`config.mk`:
```
export PLATFORM = sky130hd
export DESIGN_NAME = vlm_monitor
export DESIGN_NICKNAME = d
export VERILOG_FILES = /design/src/common/vlm_pkg.sv /design/src/verilog/vlm_monitor.sv /design/src/verilog/vlm_vib_meter.sv
export VERILOG_INCLUDE_DIRS = /design/src /design/src/common
export SDC_FILE = /design/constraint.sdc
export NUM_CORES = 1
export LEC_CHECK = 0
export BUFFER_PORTS_ARGS = -buffer_cell sky130_fd_sc_hd__buf_2
export CAP_MARGIN = 20
export CELL_PAD_IN_SITES_DETAIL_PLACEMENT = 2
export CELL_PAD_IN_SITES_GLOBAL_PLACEMENT = 2
export CORE_MARGIN = 10
export CORE_UTILIZATION = 40
export DETAILED_ROUTE_END_ITERATION = 12
export HOLD_SLACK_MARGIN = 0.05
export PLACE_DENSITY = 0.88
export SLEW_MARGIN = 20
export SYNTH_ARGS = -nofsm -noshare
export SYNTH_HDL_FRONTEND = slang
export SYNTH_SLANG_ARGS = --single-unit
```
`constraint.sdc`:
```
create_clock -name ref_clk -period 22.8 [get_ports ref_clk]
set_clock_uncertainty 0.2 [all_clocks]
set_input_delay 5.7 -clock ref_clk [delete_from_list [all_inputs] [get_ports ref_clk]]
set_output_delay 5.7 -clock ref_clk [all_outputs]
set_load 0.005 [all_outputs]
```
`src/common/vlm_cfg.svh`:
```
`ifndef VLM_CFG_SVH
`define VLM_CFG_SVH

// Detection switch codes
`define VLM_SW_OFF        2'h0
`define VLM_SW_WARN       2'h1
`define VLM_SW_ALARM      2'h2

// Sensitivity limits and reset value, percent
`define VLM_SENS_MIN      10'h032
`define VLM_SENS_MAX      10'h1f4
`define VLM_SENS_RST      10'h064
`define VLM_PCT_DIV       10'h064

// Detection level reset value, mm/s
`define VLM_LEVEL_RST     16'h0032

// Write-protect permitted code
`define VLM_WP_PERMIT     4'h0

// Completion indication time
`define VLM_DONE_MS       1000
`define VLM_CLK_KHZ       125000
`define VLM_DONE_CYCLES   (`VLM_DONE_MS * `VLM_CLK_KHZ)

`endif

```
`src/common/vlm_pkg.sv`:
```
package vlm_pkg;

  typedef enum {
    VLM_IDLE,
    VLM_LEARN,
    VLM_DONE
  } vlm_state_t;

  typedef struct packed {
    logic [1:0]  detect_switch;
    logic [9:0]  sensitivity_pct;
    logic [3:0]  write_protect;
    logic        motorless_test;
  } vlm_cfg_t;

  typedef struct packed {
    logic warning;
    logic alarm;
    logic over;
  } vlm_status_t;

endpackage : vlm_pkg

```
`src/verilog/vlm_monitor.sv`:
```
`timescale 1ns/1ps
`default_nettype none
`include "vlm_cfg.svh"

// How it works
// - Switch at zero means no detection, no warning and no alarm.
// - Switch at one raises the warning when vibration tops the threshold.
// - Switch at two raises the alarm instead of the warning.
// - Threshold is level times sensitivity over 100, compared strictly.
// - Vibration is derived from the motor speed signal.
// - Sensitivity is clamped to 50..500, resets to 100, acts at once.
// - Learning starts only when write protect is at permitted.
// - Learning starts only when motorless test select is zero.
// - Learning runs from one start key press until the next one.
// - Second press shows done for one second, then the level loads.
// - Level writes are blocked while learning and while done shows; sensitivity stays open.
module vlm_monitor
  import vlm_pkg::*;
#(
  parameter int          SPEED_W     = 16,
  parameter int unsigned DONE_CYCLES = `VLM_DONE_CYCLES
) (
  // Clock and reset
  input  wire logic               ref_clk,
  input  wire logic               resetn,
  // Motor speed
  input  wire logic [SPEED_W-1:0] speed,
  input  wire logic               speed_valid,
  // Parameter settings
  input  wire vlm_cfg_t           cfg,
  input  wire logic               level_wr,
  input  wire logic [15:0]        level_wdata,
  // Operator key
  input  wire logic               start_key,
  // Status
  output logic [15:0]             vib_detect_level,
  output logic [9:0]              vib_sensitivity_pct,
  output logic [15:0]             vib_mag,
  output logic                    vib_warning,
  output logic                    vib_alarm,
  output logic                    init_active,
  output logic                    init_done,
  output logic                    init_refused,
  output logic                    level_wr_blocked
);

  // ----------------------------------------------------------------
  // Helpers
  // ----------------------------------------------------------------
  function automatic logic [9:0] clamp_sens(input logic [9:0] v);
    if (v < `VLM_SENS_MIN) begin
      return `VLM_SENS_MIN;
    end else if (v > `VLM_SENS_MAX) begin
      return `VLM_SENS_MAX;
    end
    return v;
  endfunction : clamp_sens

  function automatic logic [19:0] calc_thresh(input logic [15:0] lvl,
                                              input logic [9:0]  pct);
    logic [25:0] prod;
    prod = lvl * pct;
    return 20'(prod / 26'(`VLM_PCT_DIV));
  endfunction : calc_thresh

  // ----------------------------------------------------------------
  // Vibration measurement
  // ----------------------------------------------------------------
  logic [15:0] mag;
  logic        mag_valid;

  vlm_vib_meter #(
    .SPEED_W (SPEED_W),
    .SHIFT   (4)
  ) u_meter (
    .ref_clk     (ref_clk),
    .resetn      (resetn),
    .speed       (speed),
    .speed_valid (speed_valid),
    .vib_mag     (mag),
    .vib_valid   (mag_valid)
  );

  // ----------------------------------------------------------------
  // Sensitivity
  // ----------------------------------------------------------------
  always_ff @(posedge ref_clk or negedge resetn) begin
    if (!resetn) begin
      vib_sensitivity_pct <= `VLM_SENS_RST;
    end else begin
      vib_sensitivity_pct <= clamp_sens(cfg.sensitivity_pct);
    end
  end

  // ----------------------------------------------------------------
  // Learning sequence
  // ----------------------------------------------------------------
  vlm_state_t  state_reg;
  logic [31:0] done_cnt_reg;
  logic [15:0] peak_reg;
  logic        key_prev_reg;
  logic        key_press;
  logic        start_ok;

  assign key_press = start_key & ~key_prev_reg;
  assign start_ok  = (cfg.write_protect == `VLM_WP_PERMIT) &&
                     !cfg.motorless_test;

  always_ff @(posedge ref_clk or negedge resetn) begin
    if (!resetn) begin
      key_prev_reg <= 1'b0;
    end else begin
      key_prev_reg <= start_key;
    end
  end

  always_ff @(posedge ref_clk or negedge resetn) begin
    if (!resetn) begin
      state_reg <= VLM_IDLE;
    end else begin
      unique case (state_reg)
        VLM_IDLE: begin
          if (key_press && start_ok) begin
            state_reg <= VLM_LEARN;
          end
        end
        VLM_LEARN: begin
          if (key_press) begin
            state_reg <= VLM_DONE;
          end
        end
        VLM_DONE: begin
          if (done_cnt_reg == DONE_CYCLES - 1) begin
            state_reg <= VLM_IDLE;
          end
        end
      endcase
    end
  end

  // ----------------------------------------------------------------
  // Completion timer
  // ----------------------------------------------------------------
  always_ff @(posedge ref_clk or negedge resetn) begin
    if (!resetn) begin
      done_cnt_reg <= '0;
    end else if (state_reg != VLM_DONE) begin
      done_cnt_reg <= '0;
    end else if (done_cnt_reg != DONE_CYCLES - 1) begin
      done_cnt_reg <= done_cnt_reg + 32'h0000_0001;
    end
  end

  // ----------------------------------------------------------------
  // Refused start press
  // ----------------------------------------------------------------
  always_ff @(posedge ref_clk or negedge resetn) begin
    if (!resetn) begin
      init_refused <= 1'b0;
    end else begin
      init_refused <= (state_reg == VLM_IDLE) && key_press &&
                      !start_ok;
    end
  end

  // Peak capture while learning
  always_ff @(posedge ref_clk or negedge resetn) begin
    if (!resetn) begin
      peak_reg <= 16'h0000;
    end else if (state_reg == VLM_IDLE && key_press && start_ok) begin
      peak_reg <= 16'h0000;
    end else if (state_reg == VLM_LEARN && mag_valid && mag > peak_reg) begin
      peak_reg <= mag;
    end
  end

  // ----------------------------------------------------------------
  // Detection level
  // ----------------------------------------------------------------
  logic load_learned;

  assign load_learned = (state_reg == VLM_DONE) &&
                        (done_cnt_reg == DONE_CYCLES - 1);
  assign level_wr_blocked = (state_reg != VLM_IDLE);

  always_ff @(posedge ref_clk or negedge resetn) begin
    if (!resetn) begin
      vib_detect_level <= `VLM_LEVEL_RST;
    end else if (load_learned) begin
      vib_detect_level <= peak_reg;
    end else if (level_wr && !level_wr_blocked) begin
      vib_detect_level <= level_wdata;
    end
  end

  // ----------------------------------------------------------------
  // Detection and outputs
  // ----------------------------------------------------------------
  logic [19:0] thresh;
  logic        over;

  assign thresh = calc_thresh(vib_detect_level, vib_sensitivity_pct);
  assign over   = mag_valid && ({4'h0, mag} > thresh);

  always_ff @(posedge ref_clk or negedge resetn) begin
    if (!resetn) begin
      vib_warning <= 1'b0;
      vib_alarm   <= 1'b0;
    end else begin
      unique case (cfg.detect_switch)
        `VLM_SW_WARN: begin
          vib_warning <= over;
          vib_alarm   <= 1'b0;
        end
        `VLM_SW_ALARM: begin
          vib_warning <= 1'b0;
          vib_alarm   <= over;
        end
        default: begin
          vib_warning <= 1'b0;
          vib_alarm   <= 1'b0;
        end
      endcase
    end
  end

  // ----------------------------------------------------------------
  // Status outputs
  // ----------------------------------------------------------------
  always_ff @(posedge ref_clk or negedge resetn) begin
    if (!resetn) begin
      vib_mag <= 16'h0000;
    end else if (mag_valid) begin
      vib_mag <= mag;
    end
  end

  always_ff @(posedge ref_clk or negedge resetn) begin
    if (!resetn) begin
      init_active <= 1'b0;
    end else begin
      init_active <= (state_reg == VLM_LEARN);
    end
  end

  always_ff @(posedge ref_clk or negedge resetn) begin
    if (!resetn) begin
      init_done <= 1'b0;
    end else begin
      init_done <= (state_reg == VLM_DONE);
    end
  end

endmodule : vlm_monitor

`default_nettype wire

```
`src/verilog/vlm_vib_meter.sv`:
```
`timescale 1ns/1ps
`default_nettype none

// ----------------------------------------------------------------
// Vibration magnitude from motor speed
// ----------------------------------------------------------------
module vlm_vib_meter #(
  parameter int SPEED_W = 16,
  parameter int SHIFT   = 4
) (
  // Clock and reset
  input  wire logic               ref_clk,
  input  wire logic               resetn,
  // Speed sample
  input  wire logic [SPEED_W-1:0] speed,
  input  wire logic               speed_valid,
  // Vibration magnitude, mm/s
  output logic      [15:0]        vib_mag,
  output logic                    vib_valid
);

  logic signed [SPEED_W+SHIFT:0] avg_reg;
  logic signed [SPEED_W:0]       diff;
  logic signed [SPEED_W:0]       speed_s;

  assign speed_s = {1'b0, speed};
  assign diff    = speed_s - (SPEED_W+1)'(avg_reg >>> SHIFT);

  // Low-pass of speed; deviation from it is the vibration part
  always_ff @(posedge ref_clk or negedge resetn) begin
    if (!resetn) begin
      avg_reg <= '0;
    end else if (speed_valid) begin
      avg_reg <= avg_reg + (SPEED_W+SHIFT+1)'(diff);
    end
  end

  always_ff @(posedge ref_clk or negedge resetn) begin
    if (!resetn) begin
      vib_mag   <= 16'h0000;
      vib_valid <= 1'b0;
    end else begin
      vib_valid <= speed_valid;
      if (speed_valid) begin
        vib_mag <= 16'((diff < 0) ? -diff : diff);
      end
    end
  end

endmodule : vlm_vib_meter

`default_nettype wire
```
-- After elaboration in Yosys (flattened, before gate mapping)
Index checks and enable logic that the tools add are counted.
W data, S select, Z words.
- register bits after elaboration: 166
- output and inout port bits: 48
- latch bits: 0
- memory bits (writable): 0
- ROM bits: 0
- memories: 0
- $add $sub $neg: 4
- bitwise gates (word level): 2
- multiply operators: 1
- shift-type cells: 0
- multiplexer cells: 18
- div/mod/pow operators: 1
- reductions and logical operators: 21
- equal/unequal tests: 12
- order comparisons: 5
- operators with widths (kind ; count):
    $mux W32 ; 5
    $pmux W32 S3 ; 1
    $mux W16 ; 5
    $eq A32 B2 Y1 const B ; 2
    $logic_not A32 Y1 ; 2
    $add A32 B1 Y32 const B ; 1
    $eq A32 B1 Y1 const B ; 1
    $eq A32 B27 Y1 const B ; 1
    $eq A32 B3 Y1 const B ; 1
    $ne A32 B27 Y1 const B ; 1
    $ne A32 B3 Y1 const B ; 1
    $reduce_bool A32 Y1 ; 1
    $mux W10 ; 3
    $div A26 B7 Y26 const B ; 1
    $mul A16 B10 Y26 ; 1
    $add A21 B17 Y21 ; 1
    $gt A16 B20 Y1 ; 1
    $lt A17 B1 Y1 const B ; 1
    $sub A17 B17 Y17 ; 1
    $gt A16 B16 Y1 ; 1
    $neg A16 Y16 ; 1
    $gt A10 B9 Y1 const B ; 1
    $logic_and A1 B1 Y1 ; 10
    $lt A10 B6 Y1 const B ; 1
    10 further kinds ; 19

-- Longest topological paths before layout
Gate-level depths: netlist (run 1).
- depth after elaboration: 5
- mapped depth: 75
- gate-level depth less buffers: 64

-- Cells and area by module
A second synthesis (run 1) with hierarchy kept.
- cells, all modules: 2168
- area, all modules: 18393.9 µm²
- modules (own cells, without submodules) (module ; sequential area each (µm²) ; cells each ; times used ; area an instance (µm²)):
    vlm_monitor ; 2459.9 ; 1758 ; 1 ; 14776.7
    vlm_vib_meter ; 950.9 ; 410 ; 1 ; 3617.2

-- Least setup slack after synthesis (run 1)
No wires, ideal clock.
- path kind: reg-to-reg
- start: register vib_sensitivity_pct[6]
- end: register vib_alarm
- stages on the path, launching flop included: 67
- data arrival time: 15933 ps
- library setup time: 88 ps
- slack: 6578 ps
- data required time: 22512 ps
- cell sequence: dfstp_2 clkbuf_1 nand2_1 fa_1 inv_1 fa_1 fa_1 fa_1 inv_1 fa_1 inv_1 ha_1 buf_2 a21oi_1 o21ai_1 nor2_1 a21oi_1 o211ai_2 [... 31 more ...] a211oi_4 o21ai_4 a21boi_2 xnor2_1 mux2_2 o31a_4 nor2_2 a21oi_1 a221oi_1 o2111ai_1 ha_1 o21ai_0 a21oi_1 a21oi_1 a211oi_1 nor4_1 o211ai_1 nor3b_1
- word-level cells in the longest chain between the ends: 5
- ends and longest elaborated chain (element ; line ; RTL):
    start, declared ; vlm_monitor.sv:37 ; output logic [9:0] vib_sensitivity_pct,
    start signal, assigned ; vlm_monitor.sv:89 ; vib_sensitivity_pct <= `VLM_SENS_RST;
    start signal, assigned ; vlm_monitor.sv:91 ; vib_sensitivity_pct <= clamp_sens(cfg.sensitivity_pct);
    $mul A16 B10 Y26 ; vlm_monitor.sv:62 ; prod = lvl * pct;
    $div A26 B7 Y26 ; vlm_monitor.sv:63 ; return 20'(prod / 26'(`VLM_PCT_DIV));
    $gt A16 B20 Y1 ; vlm_monitor.sv:203 ; assign over = mag_valid && ({4'h0, mag} > thresh);
    $logic_and A1 B1 Y1 ; vlm_monitor.sv:203 ;
    $mux W1 ; vlm_monitor.sv:210 ; unique case (cfg.detect_switch)
    end signal, assigned ; vlm_monitor.sv:217 ; vib_alarm <= over;
    end, declared ; vlm_monitor.sv:40 ; output logic vib_alarm,
Every way passes these cells.
A chain may end at the register's enable or synchronous reset.

-- Final worst setup path (run 1)
- start: register vib_sensitivity_pct[1]
- end: register vib_alarm
The elaborated chain is that of the path after synthesis.

==> metrics.md, run 1 <==
| Metric | Value |
|---|---|
| Post-Synthesis Cells | 2,125 |
| RSZ-0062 raised after global routing | no |
| Crit path launch type | flip-flop |
| First drt pass iteration count | 5 |
| Synth Flop Type | dfrtp_1 |
| Vias/cell | roughly 6.5 |
| Critical Path End | vib_alarm |
| # fillers | between 4,000 and 5,000 |
| Largest area contributor in the netlist | dfrtp_1 |
| RR Startpoint | vib_sensitivity_pct[1] |
| Remaining design rule violation count | 0 |
| CP dominant cell by count | a21oi_1 |
| CP max-delay cell | dfrtp_1 |
| Vias | 18,113 |
| RD Place Congestion | 0.877 |
| Mean Syn Cell Area | 8.60 sq um |
| Wire length per cell | 30.5 um |
| CTS H-Tree Depth | 4 |
| CP endpoint kind | flip-flop |
| Endpoints failing setup | 0 |
| Crit path from | vib_sensitivity_pct[1] |
| Max-capacitance violation count | 0 |
| Synth warnings | 0 |
| Tightest Hold Check Type | flip-flop to flip-flop |
| P&R area growth vs syn | 8.82% |
| Post-synth EDFFs | 0 |
| Crit-path leading delay family | compound AO/OA/AOI/OAI gates |
| Yosys top cell area share | 0.178 |
| Slew Viols, Final | 0 |
| Period Utilization, post-route | 0.951 |
| Worst slew pin tran | approximately 1.1 ns |
| FF-to-FF path depth | 61 |
| Sequential share of the synthesized area | 0.187 |
| Initial antenna violation count | 0 |
| CP Data Arrival Time | 21.87 ns |
| Setup TNS | 0 ns |
| Status | completed |
| 1st-iter DRT viols | between 1,000 and 1,500 |
| # rows | 78 |
| GRT Total Usage | 0.309 |
| CTS Hold Bufs | 0 |
| CTS tree | built |
| Final Hold Vio Count | 0 |
| Req. time, crit path | 22.99 ns |
| Maximum net fanout on the critical path | 17 |
| WP depth | 61 |
| Clk slew on worst S/H paths | approximately 0.080 ns |
| Fmax | around 0.046 GHz |
| Worst r2r dst | vib_alarm |
| Clock buffer depth | 2 |
| R2R setup slack | 1.13 ns |
| Core area | 45,300 sq um |
| CP Class | flip-flop to flip-flop |
| Total wire length | 85,100 um |
| Share of cells above drive strength 1 | 0.131 |
| Antenna-violating nets left | 0 |
| Ports | 102 |
| Crit path buffers/inverters | 3 |
| Nets | 2,474 |
| Async SR Flop Fraction | 1.00 |
| Post-DP HPWL | 58,900 um |
| Antenna Cells | 0 |
| Tmin final | 21.67 ns |
| Largest register FFs | 32 |
| Cell variety after synth | 130 |
| Commonest cells after routing, fill and taps aside | nand2_1, inv_1, nor2_1 |
| Die width | 234 um |
| Total CTS buffers | 17 |
| Largest cells by area after synthesis | dfrtp_1, fa_1, ha_1, nand2_1, and2_1 |
| I/O Buffers | 101 |
| Rel. slew slack | 0.237 |
| Vias in the first global route | 20,890 |
| Post-synthesis register bit count | between 100 and 150 |
| Mapped Nets | 2,425 |
| Total grt overflow | 0 |
| CTS resizes | 0 |
| Initial Utilization | 0.404 |
| Most common cell after layout, fill and taps aside | nand2_1 |
| Mapped Area | about 18,000 sq um |
| Post-CTS setup buffers | 0 |
| Hold path start | vib_mag[8] |
| Clk root buf | clkbuf_16 |
| Die area | 54,600 sq um |
| Clock sink count | 136 |
| First-pass GRT wire length | roughly 130,000 um |
| Largest stage delay on the critical path | 0.86 ns |
| Largest net degree at the start of global routing | 71 |
| Later-pin clock latency in the skew report | between 0.4 and 0.5 ns |
| Die Ht | roughly 230 um |
## through the flow
step | util | instances | cell area [sq um] | worst slack, ns | hold slack, ns
2_1_floorplan | - | 2125 | 18300 | 6.58 | 0.275
3_3_place_gp | 0.425 | 2755 | 19300 | 3.62 | 0.287
3_5_place_dp | 0.425 | 2755 | 19300 | 2.18 | 0.295
4_1_cts | 0.439 | 2787 | 19900 | 1.60 | 0.313
5_1_grt | 0.439 | 2787 | 19900 | 0.101 | 0.338
6_report | 0.439 | 2787 | 19900 | 1.13 | 0.310
## routing by layer
| layer | global-route usage | routed length [um] | vias up |
|---|---|---|---|
| met1 | 0.320 | 30600 | 9370 |
| met2 | 0.564 | 44100 | 752 |
| met3 | 0.0527 | 4010 | 391 |
| met5 | 0 | 0 | - |
| met4 | 0.212 | 6460 | 0 |
| li1 | - | - | 7600 |
## area by class of cell
cell class,count,area (sq um),area share
Multi-Input combinational cell,1735,13900,0.698
Tap cell,600,751,0.0377
Timing Repair Buffer,112,594,0.0299
Clock inverter,12,141,0.00711
Inverter,172,646,0.0325
Clock buffer,20,467,0.0235
Sequential cell,136,3410,0.172
## cell usage after synthesis, drive strengths merged (7+ instances only)
master,count
nand2,228
inv,171
nor2,157
a21oi,142
ha,134
dfrtp,130
and2,124
fa,112
o21ai,90
xnor2,88
clkbuf,50
nand3,47
mux2i,46
xor2,37
mux2,34
a21o,33
buf,32
nand4,32
o21bai,30
nor3,28
o211ai,26
or3,25
and3,21
nor4,17
a211o,16
a31oi,16
a21boi,15
a211oi,14
nand2b,13
nor2b,13
o21a,13
or2,13
a221oi,12
o2111ai,11
o211a,10
o22ai,9
nor3b,8
o221ai,8
o32ai,8
a311oi,7
o31ai,7
## cells by family after synthesis
logic type                 synth area share
DFF                                   0.187
adders and majority gates             0.216
other                              0.000205
buffers and inverters                0.0559
muxes                                0.0479
and+or+nand+nor                       0.207
xor gates and xnor gates             0.0644
AOI/OAI and AO/OA                     0.223
## how the worst min path moves through the flow
stage	endpoint	slack, ns	depth (start not counted)
after detailed placement	vib_mag[8]	0.29	1
after CTS	vib_mag[8]	0.31	1
after floorplan	state_reg[0]	0.28	2
final	vib_mag[8]	0.31	1
after global routing	vib_mag[14]	0.34	1
after global placement	vib_mag[7]	0.29	1
Power of run 1 is not shown: default switching activity piles up to over one toggle a cycle in this logic, so the estimate is an artifact.
==> run 2, diff against run 1 <==
- CORE_UTILIZATION: 40 -> 39
- PLACE_DENSITY: 0.88 -> 0.87
- SLEW_MARGIN: 20 -> not set
- SYNTH_HIERARCHICAL: not set -> 1
==> metrics.md, run 2 <==
| Metric | Value |
|---|---|
| Nets | 2,526 (+2.1%) |
| Share of cells above drive strength 1 | 0.123 (-0.00819) |
| Ports | 102 (unchanged) |
| Initial antenna violation count | 2 (+2) |
| P&R area growth vs syn | 9.01% |
| Antenna-violating nets left | 0 (unchanged) |
| Most common cell after layout, fill and taps aside | nand2_1 |
| Later-pin clock latency in the skew report | 0.45 ns (-0.02 ns) |
| Worst slew pin tran | 1.10 ns (-0.0344 ns) |
| Synth top cells by count | nand2_1, inv_1, nor2_1, ha_1, dfrtp_1 |
| Post-DP HPWL | 55,700 um (-5.3%) |
| Status | completed |
| CP endpoint kind | flip-flop |
| # fillers | 5,082 (+2.0%) |
| Die Ht | 237 um (+1.5%) |
| Clock buffer depth | 2 (unchanged) |
| Total wire length | 79,100 um (-7.0%) |
| Tmin final | 21.55 ns (-0.124 ns) |
| Met2 Usage GRT | 0.492 (-0.0726) |
| CP Data Arrival Time | 21.71 ns (-0.16 ns) |
| Vias in the first global route | 20,468 (-2.0%) |
| Sequential share of the synthesized area | 0.185 (-0.00119) |
| Top-count cell post-synth | nand2_1 |
| Post-synth EDFFs | 0 (unchanged) |
| GR Layer Usage met1 | 0.312 (-0.00751) |
| RSZ-0062 raised after global routing | no |
| Initial Utilization | 0.395 (-0.00850) |
| Crit path launch type | flip-flop |
| Met3 Track Usage GR | 0.0322 (-0.0205) |
| Max-capacitance violation count | 0 (unchanged) |
| Remaining design rule violation count | 0 (unchanged) |
| Wire length per cell | 27.8 um (-8.9%) |
| 1st-iter DRT viols | 1,122 (-19%) |
| Slew Viols, Final | 0 (unchanged) |
| Cell variety after synth | 123 (-5.4%) |
| Largest stage delay on the critical path | 0.87 ns (about the same) |
| Core area | 46,600 sq um (+2.8%) |
| Tightest Hold Check Type | flip-flop to flip-flop |
| CTS resizes | 0 (unchanged) |
| Largest area contributor in the netlist | dfrtp_1 |
| GRT Total Usage | 0.274 (-0.0349) |
| Mean Syn Cell Area | 8.48 sq um (-1.4%) |
| Period Utilization, post-route | 0.945 (-0.00545) |
| Req. time, crit path | 22.96 ns (-0.03 ns) |
| Endpoints failing setup | 0 (unchanged) |
| Fmax | 0.0464 GHz (+0.58%) |
| Post-synthesis register bit count | 136 (unchanged) |
| CTS H-Tree Depth | 4 (unchanged) |
| Rel. slew slack | 0.260 (+0.0231) |
| Clk root buf | clkbuf_16 |
| CTS tree | built |
| RD Place Congestion | 0.874 (-0.39%) |
| Clock sink count | 136 (unchanged) |
| Total CTS buffers | 17 (unchanged) |
| Commonest cells after routing, fill and taps aside | nand2_1, inv_1, nor2_1 |
| Final hold slack | 0.314 ns (+0.00406 ns) |
| Mapped Nets | 2,472 (+1.9%) |
| I/O Buffers | 101 (unchanged) |
| CP max-delay cell | dfrtp_1 |
| Die width | 237 um (+1.5%) |
| Setup TNS | 0 ns (unchanged) |
| Synth Flop Type | dfrtp_1 |
| Largest cells by area after synthesis | dfrtp_1, fa_1, ha_1, nand2_1, and2_1 |
| First drt pass iteration count | 5 (unchanged) |
| Die area | 56,200 sq um (+2.9%) |
| Clk slew on worst S/H paths | 0.07 ns (about the same) |
| # rows | 79 (+1.3%) |
| Largest register FFs | 32 (unchanged) |
| Mapped Area | 18,400 sq um (+0.64%) |
| Largest net degree at the start of global routing | 70 (-1.4%) |
| Maximum net fanout on the critical path | 17 (unchanged) |
| Total grt overflow | 0 (unchanged) |
| Post-CTS setup buffers | 0 (unchanged) |
| Post-Synthesis Cells | 2,168 (+2.0%) |
| Final Hold Vio Count | 0 (unchanged) |
| Vias | 17,980 (-0.73%) |
| Yosys top cell area share | 0.177 (-0.00114) |
| Async SR Flop Fraction | 1.00 (unchanged) |
| Vias/cell | 6.32 (-2.7%) |
| CTS Hold Bufs | 0 (unchanged) |
| CP Class | flip-flop to flip-flop |
| GRT busiest layer | met2 |
| Synth warnings | 6 (+6) |
| First-pass GRT wire length | 124,000 um (-5.2%) |
## run 2: layer usage
layer / vias up / part of all wire
met5: - / 0
met4: 0 / 0.059
met3: 274 / 0.036
met2: 589 / 0.51
met1: 9298 / 0.39
li1: 7819 / -
## run 2: cell type report
cell class / instances / area (sq um) / area share
Clock inverter: 12 / 141 / 0.00705
Sequential cell: 136 / 3410 / 0.170
Inverter: 162 / 608 / 0.0303
Timing Repair Buffer: 113 / 613 / 0.0306
Tap cell: 607 / 759 / 0.0379
Antenna cell: 2 / 5.00 / 0.000250
Multi-Input combinational cell: 1792 / 14100 / 0.701
Clock buffer: 20 / 457 / 0.0228
## run 2: cell families (layout without fill, tap and decap cells)
kind of cell | Yosys count | count (layout) | synth area share
compound gates | 540 | 540 | 0.213
simple gates | 787 | 787 | 0.220
fa+ha+maj | 255 | 255 | 0.219
flops | 136 | 136 | 0.185
other cells | 1 | 3 | 0.000204
xor+xnor | 129 | 129 | 0.0655
mux | 80 | 80 | 0.0457
buf+inv | 240 | 307 | 0.0509
## run 2: stage by stage
stage                util  setup WS, ns  instance area (sq um)  std cells
global placement    0.417          3.53                  19400       2808
floorplan               -          5.60                  18400       2168
detailed placement  0.417          2.55                  19400       2808
finish              0.431          1.25                  20100       2844
CTS                 0.430          2.03                  20000       2840
global route        0.431        0.0312                  20100       2844
## run 2: worst paths after layout
check | from | to | slack, ns | cells past startpoint
max | vib_sensitivity_pct[1] | vib_alarm | 1.25 | 66
min | vib_mag[5] | vib_mag[5] | 0.31 | 1
max reg2reg | vib_sensitivity_pct[1] | vib_alarm | 1.25 | 66
min reg2reg | vib_mag[5] | vib_mag[5] | 0.31 | 1
max in group asynchronous | resetn | vib_alarm | 15.91 | 2
min in group asynchronous | resetn | done_cnt_reg[18] | 5.07 | 1
## run 2: worst max-delay path: cells and delay by family, from the launching register on
kind	cells	cell delay [ns]
adders and majority gates	7	3.62
buffers and inverters	4	0.33
AOI/OAI and AO/OA	28	9.29
DFF	1	0.87
xor gates and xnor gates	2	0.44
and+or+nand+nor	23	5.82
muxes	2	0.83
Power of run 2 is left out for the same reason.
==> run 3, diff against run 2 <==
- CORE_MARGIN: 10 -> 8
- CORE_UTILIZATION: 39 -> 36
- PLACE_DENSITY: 0.87 -> 0.85
- clock period: 22.8 -> 17.8 ns (I/O delays scaled with it)
==> metrics.md, run 3 (synthesized netlist as in run 2, its figures left out) <==
| Metric | Value |
|---|---|
| Core area | 50,900 sq um (+9.3%) |
| Remaining design rule violation count | 0 (unchanged) |
| Clock sink count | 136 (unchanged) |
| First-pass GRT wire length | 160,000 um (+29%) |
| Largest net degree at the start of global routing | 74 (+5.7%) |
| CP endpoint kind | flip-flop |
| Fmax | 0.0455 GHz (-2.0%) |
| Slew Viols, Final | 0 (unchanged) |
| Final Hold Vio Count | 0 (unchanged) |
| Most common cell after layout, fill and taps aside | buf_4 |
| Final WS setup | -4.20 ns (-5.45 ns) |
| Share of cells above drive strength 1 | 0.354 (+0.231) |
| Clock buffer depth | 2 (unchanged) |
| Nets | 2,830 (+12%) |
| Die Ht | 242 um (+2.1%) |
| Clk root buf | clkbuf_16 |
| Maximum net fanout on the critical path | 7 (-10) |
| Initial Utilization | 0.361 (-0.0336) |
| Rel. slew slack | 0.0204 (-0.240) |
| Vias/cell | 7.06 (+12%) |
| 1st-iter DRT viols | 2,090 (+86%) |
| Vias | 22,782 (+27%) |
| Largest register FFs | 32 (unchanged) |
| Setup TNS | -8.36 ns (-8.36 ns) |
| Largest stage delay on the critical path | 1.09 ns (+0.22 ns) |
| Placed Cells | 3,018 (+7.5%) |
| RSZ-0062 raised after global routing | yes |
| P&R area growth vs syn | 33.9% |
| Max-capacitance violation count | 0 (unchanged) |
| Total CTS buffers | 17 (unchanged) |
| I/O Buffers | 101 (unchanged) |
| Vias in the first global route | 23,975 (+17%) |
| CP Data Arrival Time | 22.15 ns (+0.44 ns) |
| CTS tree | built |
| # rows | 83 (+5.1%) |
| Antenna-violating nets left | 0 (unchanged) |
| CP max-delay cell | nor2_1 |
| Die width | 242 um (+2.1%) |
| Crit path launch type | flip-flop |
| Status | complete, but fails checks |
| Failing checks | negative setup slack |
| Ports | 102 (unchanged) |
| Placed Instance Area | 20,500 sq um (+5.8%) |
| Final hold slack | 0.311 ns (-0.00272 ns) |
| Endpoints failing setup | 2 (+2) |
| Clk slew on worst S/H paths | 0.08 ns (about the same) |
| GRT Total Usage | 0.353 (+0.0782) |
| CTS H-Tree Depth | 4 (unchanged) |
| Tightest Hold Check Type | flip-flop to flip-flop |
| Post-route cell area | 24,600 sq um (+23%) |
| Die area | 58,600 sq um (+4.1%) |
| Total wire length | 131,000 um (+65%) |
| Tmin final | 22.00 ns (+0.446 ns) |
| Req. time, crit path | 17.95 ns (-5.01 ns) |
| Commonest cells after routing, fill and taps aside | buf_4, nand2_1, inv_1 |
| Wire length per cell | 40.5 um (+46%) |
| Non-Filler Instances | 3,228 (+14%) |
| Worst slew pin tran | 1.46 ns (+0.362 ns) |
| Period Utilization, post-route | 1.24 (+0.291) |
| Total grt overflow | 0 (unchanged) |
| CP dominant cell by count | buf_4 |
| Initial antenna violation count | 17 (+15) |
| Later-pin clock latency in the skew report | 0.47 ns (+0.02 ns) |
| RD Place Congestion | 0.927 (+6.1%) |
| Post-DP HPWL | 63,100 um (+13%) |
| First drt pass iteration count | 6 (+1) |
| CP Class | flip-flop to flip-flop |
[run 3: changes by cell type in the layout (fill, tap and decap cells not counted), sizes merged]
cell      change
buf         +304
diode         +7
clkinvlp      -4
clkinv        +3
bufinv        -2
inv           +2
clkbuf        +1
[run 3: through the flow]
stage	setup WS [ns]	util
3_5_place_dp	-1.41	0.404
5_1_grt	-3.90	0.484
2_1_floorplan	0.599	-
6_report	-4.20	0.484
4_1_cts	0.00965	0.456
3_3_place_gp	-0.317	0.404
[run 3: final cells by class]
cell class	instances	area, sq um
Fill cell	5391	26300
Timing Repair Buffer	417	3120
Tap cell	680	851
Multi-Input combinational cell	1792	16000
Clock buffer	21	460
Sequential cell	136	3440
Inverter	162	611
Clock inverter	11	87.6
Antenna cell	9	22.5
[run 3: what timing repair did]
item                                    4_1_cts  5_1_grt
cloned                                        1        0
resized for setup                           300      180
endpoints found under the setup margin        2        2
buffers inserted                             97       71
hold buffers                                  0        0
pin swaps                                   149      125
[run 3: routing by layer]
layer / global-route usage / vias to the layer above / share of wire
met5: 0 / - / 0.0012
met4: 0.292 / 16 / 0.11
met3: 0.0859 / 987 / 0.10
met2: 0.610 / 1971 / 0.45
met1: 0.358 / 11372 / 0.34
li1: - / 8436 / -
[run 3: worst max-delay path, delay by kind of cell (launching register included)]
kind	cells	cell delay [ns]
adder cells (fa/ha/maj)	7	3.27
flip-flops	1	0.64
XOR/XNOR	1	0.19
multiplexers	3	0.68
AND/OR/NAND/NOR	20	6.36
AO/OA/AOI/OAI	28	7.51
buffers and inverters	19	2.90
[run 3: worst paths after layout]
kind	end	start	cells after the start	slack, ns
hold reg to reg	vib_mag[1]	vib_mag[1]	1	0.31
max in group asynchronous	u_meter/avg_reg[18]	resetn	2	12.06
min in group asynchronous	done_cnt_reg[31]	resetn	1	3.80
setup / recovery	vib_warning	vib_sensitivity_pct[5]	78	-4.20
setup reg to reg	vib_warning	vib_sensitivity_pct[5]	78	-4.20
hold / removal	vib_mag[1]	vib_mag[1]	1	0.31
Power of run 3 is left out for the same reason.
